<file path="config.mk">
export PLATFORM = sky130hd
export DESIGN_NAME = lced_top
export DESIGN_NICKNAME = d
export VERILOG_FILES = /design/src/lced_pkg.sv /design/src/lced_top.sv
export SDC_FILE = /design/constraint.sdc
export NUM_CORES = 1
export LEC_CHECK = 0
export ABC_AREA = 1
export BUFFER_PORTS_ARGS = -buffer_cell sky130_fd_sc_hd__buf_2
export CORE_ASPECT_RATIO = 0.8
export CORE_MARGIN = 2
export CORE_UTILIZATION = 45
export DETAILED_ROUTE_END_ITERATION = 16
export HOLD_SLACK_MARGIN = 0.08
export SYNTH_ARGS = -nofsm -noshare
export SYNTH_HDL_FRONTEND = slang
export SYNTH_SLANG_ARGS = --single-unit
</file>
<file path="constraint.sdc">
create_clock -name ref_clk -period 7.43 [get_ports ref_clk]
set_clock_uncertainty 0.2 [all_clocks]
set_input_delay 1.486 -clock ref_clk [delete_from_list [all_inputs] [get_ports ref_clk]]
set_output_delay 1.486 -clock ref_clk [all_outputs]
set_load 0.01 [all_outputs]
</file>
<file path="src/lced_pkg.sv">
// constants, register map and state codes of the lin configuration and error block
// assumes a 40 MHz ref_clk and a 32-bit classic wishbone register port
package lced_pkg;
    localparam int          CLK_HZ         = 40_000_000;
    localparam int          BAUD_DEFAULT   = 19_200;
    localparam int          BIT_CYC        = CLK_HZ / BAUD_DEFAULT;
    localparam int          BREAK_BITS     = 10;
    localparam int          SYNC_BITS      = 8;
    localparam logic [7:0]  MAX_FRAME_BITS = 8'hAE;
    localparam logic [4:0]  WAIT_TO_BITS   = 5'h14;
    localparam logic [7:0]  SYNC_BYTE      = 8'h55;

    localparam logic [9:0]  IDX_CFG        = 10'h095;
    localparam logic [9:0]  IDX_ERR        = 10'h00A;
    localparam logic [9:0]  IDX_MASK       = 10'h00B;
    localparam logic [9:0]  IDX_CTRL       = 10'h00C;

    localparam int          CFG_EN         = 7;
    localparam int          CFG_MASTER     = 6;
    localparam int          CFG_AUTO       = 5;
    localparam logic [7:0]  CFG_WMASK      = 8'hE0;
    localparam logic [7:0]  CFG_RST        = 8'h00;

    localparam int          ERR_SYNC       = 4;
    localparam int          ERR_PAR        = 3;
    localparam int          ERR_TIMEOUT_ERROR       = 2;
    localparam int          ERR_CHK        = 1;
    localparam int          ERR_BIT        = 0;
    localparam logic [4:0]  ERR_RST        = 5'h00;
    localparam logic [4:0]  MASK_RST       = 5'h00;

    localparam int          CTRL_STOP      = 7;
    localparam int          CTRL_ENH       = 5;
    localparam int          CTRL_DACK      = 4;
    localparam logic [7:0]  CTRL_WMASK     = 8'hB7;
    localparam logic [7:0]  CTRL_RST       = 8'h00;

    typedef enum logic [4:0] {
        ST_IDLE = 5'b00001,
        ST_BRK  = 5'b00010,
        ST_SYNC = 5'b00100,
        ST_WAIT = 5'b01000,
        ST_FLD  = 5'b10000
    } lced_state_t;
endpackage : lced_pkg

</file>
<file path="src/lced_top.sv">
// lin configuration register, break/sync checking and frame error detection
// assumes lin_rx, lin_tx and tx_active synchronous to ref_clk; wishbone classic slave
// Contract
// - unit idles while the enable bit is 0, runs when 1.
// - mode bit 0 selects slave, 1 selects master.
// - auto rate bit takes bit time from sync field, slave only; else manual.
// - slave flags sync error when sync edges exceed tolerance.
// - slave flags parity error on a bad identifier.
// - timeout flagged when expected response or data never arrives.
// - timeout on overlong frame or missing acknowledge/stop after first data byte.
// - checksum flag set on mismatch, left clear otherwise.
// - stop bit of every field after the sync field is checked and a bad one flagged.
// - synchronise only when break exceeds ten measured bit times.
//
// The Wishbone slave port is this design's own decision.
`timescale 1ns/1ps
module lced_top #(
    parameter logic [15:0] MANUAL_BIT_CYC = 16'(lced_pkg::BIT_CYC)
) (
    input  wire logic        ref_clk,
    input  wire logic        reset_n,
    input  wire logic        wb_cyc,
    input  wire logic        wb_stb,
    input  wire logic        wb_we,
    input  wire logic [11:0] wb_adr,
    input  wire logic [3:0]  wb_sel,
    input  wire logic [31:0] wb_dat_w,
    output logic      [31:0] wb_dat_r,
    output logic             wb_ack,
    input  wire logic        lin_rx,
    input  wire logic        lin_tx,
    input  wire logic        tx_active,
    output logic             irq
);
    import lced_pkg::*;

    function automatic logic [7:0] csum_add(input logic [7:0] s, input logic [7:0] b);
        logic [8:0] t;
        t = {1'b0, s} + {1'b0, b};
        return t[8] ? t[7:0] + 8'h01 : t[7:0];
    endfunction : csum_add

    function automatic logic parity_bad(input logic [7:0] p);
        return (p[6] != (p[0] ^ p[1] ^ p[2] ^ p[4])) ||
               (p[7] != !(p[1] ^ p[3] ^ p[4] ^ p[5]));
    endfunction : parity_bad

    logic [7:0]  cfg_q, cfg_d, ctrl_q, ctrl_d;
    logic [4:0]  err_q, err_d, mask_q, mask_d, ev;
    logic [31:0] dat_q, dat_d;
    logic        ack_q, ack_d, hw_clr, sync_ok;
    lced_state_t st_q, st_d;
    logic [19:0] cnt_q, cnt_d, brk_q, brk_d, first_q, first_d, last_q, last_d;
    logic [19:0] iv, dv;
    logic [15:0] per_q, per_d, per_m1, new_per;
    logic [2:0]  edg_q, edg_d;
    logic [3:0]  bitn_q, bitn_d, fld_q, fld_d, last_fld;
    logic [7:0]  sh_q, sh_d, sum_q, sum_d, frm_q, frm_d;
    logic [4:0]  idle_q, idle_d;
    logic        bad_q, bad_d, bad_now, rx_q, span_ok, tick;

    wire       en     = cfg_q[CFG_EN];
    wire       master = cfg_q[CFG_MASTER];
    wire       acc    = wb_cyc && wb_stb && !ack_q;
    wire [9:0] idx    = wb_adr[11:2];
    wire       wr     = acc && wb_we && wb_sel[0];
    wire       rd_err = acc && !wb_we && idx == IDX_ERR;

    assign wb_dat_r = dat_q;
    assign wb_ack   = ack_q;
    assign irq      = |(err_q & mask_q);

    // register file
    always_comb begin
        cfg_d  = cfg_q;
        mask_d = mask_q;
        ctrl_d = ctrl_q;
        ack_d  = acc;
        dat_d  = dat_q;
        err_d  = (rd_err ? ERR_RST : err_q) | ev;
        if (hw_clr) begin
            ctrl_d[CTRL_STOP] = 1'b0;
            ctrl_d[CTRL_DACK] = 1'b0;
        end
        if (wr) begin
            case (idx)
                IDX_CFG:  cfg_d  = wb_dat_w[7:0] & CFG_WMASK;
                IDX_MASK: mask_d = wb_dat_w[4:0];
                IDX_CTRL: ctrl_d = wb_dat_w[7:0] & CTRL_WMASK;
                default: ;
            endcase
        end
        if (acc) begin
            case (idx)
                IDX_CFG:  dat_d = {24'h000000, cfg_q};
                IDX_ERR:  dat_d = {27'h0000000, err_q};
                IDX_MASK: dat_d = {27'h0000000, mask_q};
                IDX_CTRL: dat_d = {24'h000000, ctrl_q};
                default:  dat_d = 32'h00000000;
            endcase
        end
    end

    always_ff @(posedge ref_clk or negedge reset_n) begin
        if (!reset_n) begin
            cfg_q  <= CFG_RST;
            mask_q <= MASK_RST;
            ctrl_q <= CTRL_RST;
            err_q  <= ERR_RST;
            dat_q  <= 32'h00000000;
            ack_q  <= 1'b0;
        end else begin
            cfg_q  <= cfg_d;
            mask_q <= mask_d;
            ctrl_q <= ctrl_d;
            err_q  <= err_d;
            dat_q  <= dat_d;
            ack_q  <= ack_d;
        end
    end

    // frame watcher
    assign tick     = (st_q == ST_WAIT || st_q == ST_FLD) && cnt_q == 20'h00000;
    assign per_m1   = per_q - 16'h0001;
    assign last_fld = {1'b0, ctrl_q[2:0]} + 4'h3;

    always_comb begin
        st_d    = st_q;
        cnt_d   = cnt_q;
        per_d   = per_q;
        brk_d   = brk_q;
        first_d = first_q;
        last_d  = last_q;
        edg_d   = edg_q;
        bitn_d  = bitn_q;
        sh_d    = sh_q;
        fld_d   = fld_q;
        sum_d   = sum_q;
        frm_d   = frm_q;
        idle_d  = idle_q;
        bad_d   = bad_q;
        ev      = 5'h00;
        sync_ok = 1'b0;
        hw_clr  = 1'b0;
        iv      = cnt_q - last_q;
        dv      = (iv > first_q) ? iv - first_q : first_q - iv;
        bad_now = bad_q || (edg_q >= 3'h2 && dv > {3'h0, first_q[19:3]});
        span_ok = {1'b0, brk_q, 2'h0} > ({3'h0, cnt_q} * 23'h000005);
        new_per = (cfg_q[CFG_AUTO] && !master) ? cnt_q[18:3] : MANUAL_BIT_CYC;
        case (st_q)
            ST_IDLE: begin
                if (rx_q && !lin_rx) begin
                    st_d   = ST_BRK;
                    cnt_d  = 20'h00000;
                    hw_clr = 1'b1;
                end
            end
            ST_BRK: begin
                cnt_d = cnt_q + 20'h00001;
                if (lin_rx) begin
                    brk_d = cnt_q;
                    cnt_d = 20'h00000;
                    edg_d = 3'h0;
                    bad_d = 1'b0;
                    st_d  = ST_SYNC;
                end
            end
            ST_SYNC: begin
                cnt_d = cnt_q + 20'h00001;
                if (&cnt_q) begin
                    ev[ERR_TIMEOUT_ERROR] = 1'b1;
                    st_d         = ST_IDLE;
                end else if (rx_q && !lin_rx) begin
                    edg_d  = edg_q + 3'h1;
                    last_d = cnt_q;
                    bad_d  = bad_now;
                    if (edg_q == 3'h0) begin
                        cnt_d  = 20'h00001;
                        last_d = 20'h00000;
                    end else if (edg_q == 3'h1) begin
                        first_d = iv;
                    end
                    if (edg_q == 3'h4) begin
                        if (!span_ok) begin
                            st_d = ST_IDLE;
                        end else if (!master && bad_now) begin
                            ev[ERR_SYNC] = 1'b1;
                            st_d         = ST_IDLE;
                        end else begin
                            sync_ok = 1'b1;
                            per_d   = new_per;
                            cnt_d   = {4'h0, new_per - 16'h0001};
                            st_d    = ST_WAIT;
                            fld_d   = 4'h1;
                            frm_d   = 8'h00;
                            idle_d  = 5'h00;
                        end
                    end
                end
            end
            ST_WAIT: begin
                if (rx_q && !lin_rx) begin
                    st_d   = ST_FLD;
                    cnt_d  = {5'h00, per_q[15:1]};
                    bitn_d = 4'h0;
                end else if (tick) begin
                    cnt_d  = {4'h0, per_m1};
                    idle_d = idle_q + 5'h01;
                    frm_d  = frm_q + 8'h01;
                    if (idle_q == WAIT_TO_BITS || frm_q == MAX_FRAME_BITS) begin
                        ev[ERR_TIMEOUT_ERROR] = 1'b1;
                        st_d         = ST_IDLE;
                    end
                end else begin
                    cnt_d = cnt_q - 20'h00001;
                end
            end
            ST_FLD: begin
                if (!tick) begin
                    cnt_d = cnt_q - 20'h00001;
                end else begin
                    cnt_d  = {4'h0, per_m1};
                    bitn_d = bitn_q + 4'h1;
                    frm_d  = frm_q + 8'h01;
                    if (tx_active && lin_rx != lin_tx) begin
                        ev[ERR_BIT] = 1'b1;
                    end
                    if (frm_q == MAX_FRAME_BITS) begin
                        ev[ERR_TIMEOUT_ERROR] = 1'b1;
                        st_d         = ST_IDLE;
                    end else if (bitn_q == 4'h0) begin
                        if (lin_rx) begin
                            st_d = ST_WAIT;
                        end
                    end else if (bitn_q <= 4'h8) begin
                        sh_d = {lin_rx, sh_q[7:1]};
                    end else begin
                        if (!lin_rx) begin
                            ev[ERR_BIT] = 1'b1;
                        end
                        st_d   = ST_WAIT;
                        idle_d = 5'h00;
                        fld_d  = fld_q + 4'h1;
                        if (fld_q == 4'h1) begin
                            if (!master && parity_bad(sh_q)) begin
                                ev[ERR_PAR] = 1'b1;
                            end
                            sum_d = ctrl_q[CTRL_ENH] ? sh_q : 8'h00;
                        end else if (fld_q == last_fld) begin
                            if (sh_q != ~sum_q) begin
                                ev[ERR_CHK] = 1'b1;
                            end
                            st_d = ST_IDLE;
                        end else begin
                            sum_d = csum_add(sum_q, sh_q);
                            if (fld_q == 4'h2 && !ctrl_q[CTRL_DACK] && !ctrl_q[CTRL_STOP]) begin
                                ev[ERR_TIMEOUT_ERROR] = 1'b1;
                            end
                            if (ctrl_q[CTRL_STOP]) begin
                                st_d = ST_IDLE;
                            end
                        end
                    end
                end
            end
            default: st_d = ST_IDLE;
        endcase
        if (!en) begin
            st_d = ST_IDLE;
        end
    end

    always_ff @(posedge ref_clk or negedge reset_n) begin
        if (!reset_n) begin
            st_q    <= ST_IDLE;
            cnt_q   <= 20'h00000;
            per_q   <= 16'h0001;
            brk_q   <= 20'h00000;
            first_q <= 20'h00000;
            last_q  <= 20'h00000;
            edg_q   <= 3'h0;
            bitn_q  <= 4'h0;
            sh_q    <= 8'h00;
            fld_q   <= 4'h0;
            sum_q   <= 8'h00;
            frm_q   <= 8'h00;
            idle_q  <= 5'h00;
            bad_q   <= 1'b0;
            rx_q    <= 1'b1;
        end else begin
            st_q    <= st_d;
            cnt_q   <= cnt_d;
            per_q   <= per_d;
            brk_q   <= brk_d;
            first_q <= first_d;
            last_q  <= last_d;
            edg_q   <= edg_d;
            bitn_q  <= bitn_d;
            sh_q    <= sh_d;
            fld_q   <= fld_d;
            sum_q   <= sum_d;
            frm_q   <= frm_d;
            idle_q  <= idle_d;
            bad_q   <= bad_d;
            rx_q    <= lin_rx;
        end
    end
endmodule : lced_top

</file>
==> flow_metrics.tcl <==
set metrics [dict create \
    status "finished clean" \
    antenna_found_initial 0 \
    die_width_um 214 \
    path_clk_slew_ns 0.08 \
    ys_seq_area_share_pct 26.9 \
    io_buffers 36 \
    use_met3_pct 5.01 \
    period_minus_slack_ns 6.99 \
    path_class "flop to flop" \
    wl_per_cell_um 17.7 \
    async_flop_share_pct 100 \
    hold_viol 0 \
    synth.mux.area_fraction_pct 0.811 \
    crit_slowest_cell "dfrtp_1" \
    htree_levels 4 \
    irDropWorstVdd_v 0.0000931 \
    yosysWarnings 0 \
    syn_area_um2 15900 \
    synth_compound_area_share_pct 14.4 \
    synth_top_family_by_area "simple AND/OR/NAND/NOR gates" \
    fillers 3598 \
    grt-ovfl-total 0 \
    relSlewSlack_pct 33.0 \
    synthAdderAreaFrac_pct 13.0 \
    start_util_pct 45.7 \
    yosysUniqueCellTypes 65 \
    switching_power_mw 0.535 \
    dr.first_iter.drc_count 1359 \
    finalNetCount 2576 \
    root_buffer "clkbuf_16" \
    cts_buffer_depth 2 \
    combPwrFrac_pct 3.7 \
    fin_crit_sh_pct 94.1 \
    rows 61 \
    multiInputGateArea_um2 10100 \
    cts.sinks 171 \
    cts_tree "done" \
    core-area_um2 34800 \
    synth_xor_area_share_pct 6.28 \
    power_mw 1.94 \
    register_area_um2 4280 \
    vias 15300 \
    wirelength_um 50200 \
    area_growth_pct 10.6 \
    dr.pass1.iters 6 \
    syn_inst 2279 \
    setup_violations 0 \
    worst_setup_path_start_kind "flop" \
    cts_made_buffers 17 \
    seq_power_share_pct 48.5 \
    postSynthAreaPerCell_um2 6.98 \
    diodes 0 \
    worstMarginPinSlew_ns 0.997 \
    cp_max_fo 11 \
    place_ws_ns 0.205 \
    crit_path_end_kind "flop" \
    synth_seq_cells 171 \
    io_pins 90 \
    grtUsageMet1_pct 41.8 \
    synth-edff-count 0 \
    leakagePower_nw 9.05 \
    min_path_type "flop to flop" \
    worstPathArrival_ns 7.14 \
    maxCapViolations 0 \
    grt.met2_usage_pct 38.7 \
    top_usage_layer "met1" \
    die_height_um 172 \
    fmax_mhz 143 \
    drv_slew 0 \
    drc 0 \
    via_per_inst 5.39 \
    grt_pass1_wl_um 78300 \
    grtUsageTotal_pct 27.1 \
    p_int_mw 1.41 \
    final_common_cell "nand2_1" \
    synth_ff_type "dfrtp_1" \
    antenna_left 0 \
    clock_power_share_pct 47.8 \
    grt_max_degree 90 \
    worst_ep_required_time_ns 7.58 \
    dpl.hpwl_um 39500 \
    die_area_um2 36900 \
    cpPeakStageDelay_ns 0.47 \
    power_density_nw_per_um2 110 \
    most-common-layout-cells "570 x nand2_1, 326 x inv_1, 178 x nor2_1" \
    switching_share_pct 27.5 \
    yosys.area_share.simple_pct 28.0 \
    path_common_cell "nand2_1" \
    final_layout_size_suffix_gt1_share_pct 10.2 \
    grt_pass1_vias 14100 \
    gp_congestion 0.934 \
    fin_ws_ns 0.440 \
    clock_latency_ns 0.47 \
]
-- through the flow --
| stage | cells | setup TNS, ns | hold WS, ns | cell area (um2) | util, % |
|---|---|---|---|---|---|
| final | 2843 | 0 | 0.285 | 17600 | 50.5 |
| after CTS | 2828 | 0 | 0.287 | 17300 | 49.8 |
| after global routing | 2843 | -0.0776 | 0.310 | 17600 | 50.5 |
| after floorplan | 2302 | 0 | 0.253 | 16000 | - |
| after global placement | 2796 | 0 | 0.263 | 16700 | 48.1 |
| after detailed placement | 2796 | 0 | 0.267 | 16700 | 48.1 |
-- cell families after synthesis --
| kind of cell | after synthesis |
|---|---|
| muxes | 12 |
| other | 1 |
| xor gates and xnor gates | 114 |
| and+or+nand+nor | 1023 |
| AOI/OAI and AO/OA | 390 |
| buffers and inverters | 406 |
| DFF | 171 |
| adders and majority gates | 162 |
-- layout make-up --
class / count / share of cell area, %
Multi-Input combinational cell: 1725 / 57.5
Sequential cell: 171 / 24.3
Inverter: 349 / 7.48
Timing Repair Buffer: 94 / 3.94
Tap cell: 472 / 3.36
Clock buffer: 17 / 2.42
Clock inverter: 15 / 0.982
-- registers in the layout, summed over array words and instances, names as in the netlist, 6 cells and up --
name	count
last_q	20
cnt_q	20
ctrl_q	6
first_q	20
frm_q	8
wb_dat_r	8
sum_q	8
per_q	16
sh_q	8
brk_q	20
-- what timing repair did --
item	4_1_cts	5_1_grt
hold buffers	0	0
buffers inserted	0	13
resized for setup	0	25
endpoints found under the setup margin	0	55
-- layer usage --
metal | share of wire [%] | wire, um
met5 | 0 | 0
met2 | 40 | 20200
met3 | 7.2 | 3610
met1 | 51 | 25700
met4 | 1.4 | 715
-- synthesized netlist by cell type, types with 17 or more instances --
cell        n  area (um2)
inv_1     326        1220
nor4_1     17         106
nand4_1    28         175
nand2_1   572        2150
o21ai_0   136         681
nand3_1   125         626
nor2_1    179         672
dfrtp_1   168        4200
ha_1      157        1960
xor2_1     82         718
buf_4      27         203
clkbuf_1   20        75.1
nor3_1     36         180
a21oi_1   119         596
o22ai_1    27         169
xnor2_1    32         280
nand2_2    19         119
-- final timing paths --
kind	start	end	slack [ns]	depth (start not counted)
setup / recovery	cnt_q[10]$_DFFE_PN0P_	per_q[5]$_DFFE_PN0P_	0.44	43
hold / removal	wb_dat_r[3]$_DFFE_PN0P_	wb_dat_r[3]$_DFFE_PN0P_	0.29	2
setup reg to reg	cnt_q[10]$_DFFE_PN0P_	per_q[5]$_DFFE_PN0P_	0.44	43
hold reg to reg	wb_dat_r[3]$_DFFE_PN0P_	wb_dat_r[3]$_DFFE_PN0P_	0.29	2
max in group asynchronous	reset_n	ctrl_q[4]$_DFF_PN0_	5.19	2
min in group asynchronous	reset_n	brk_q[5]$_DFFE_PN0P_	0.86	1
-- worst max-delay path: cells and delay by family (launching register included) --
kind,cells,cell delay (ns)
buf+inv,8,1.03
fa+ha+maj,3,1.11
flops,1,0.47
xor+xnor,2,0.47
simple gates,24,2.36
compound gates,6,1.18
-- power by group through the flow --
stage	clock network [mW]	logic (mW)	registers (mW)
floorplan	0	0.0416	0.959
global placement	0	0.0709	0.961
detailed placement	0	0.0726	0.960
CTS	0.949	0.0727	0.942
global route	0.983	0.0835	0.943
finish	0.929	0.0715	0.942
Note: power is estimated with default switching activity, not from simulation.
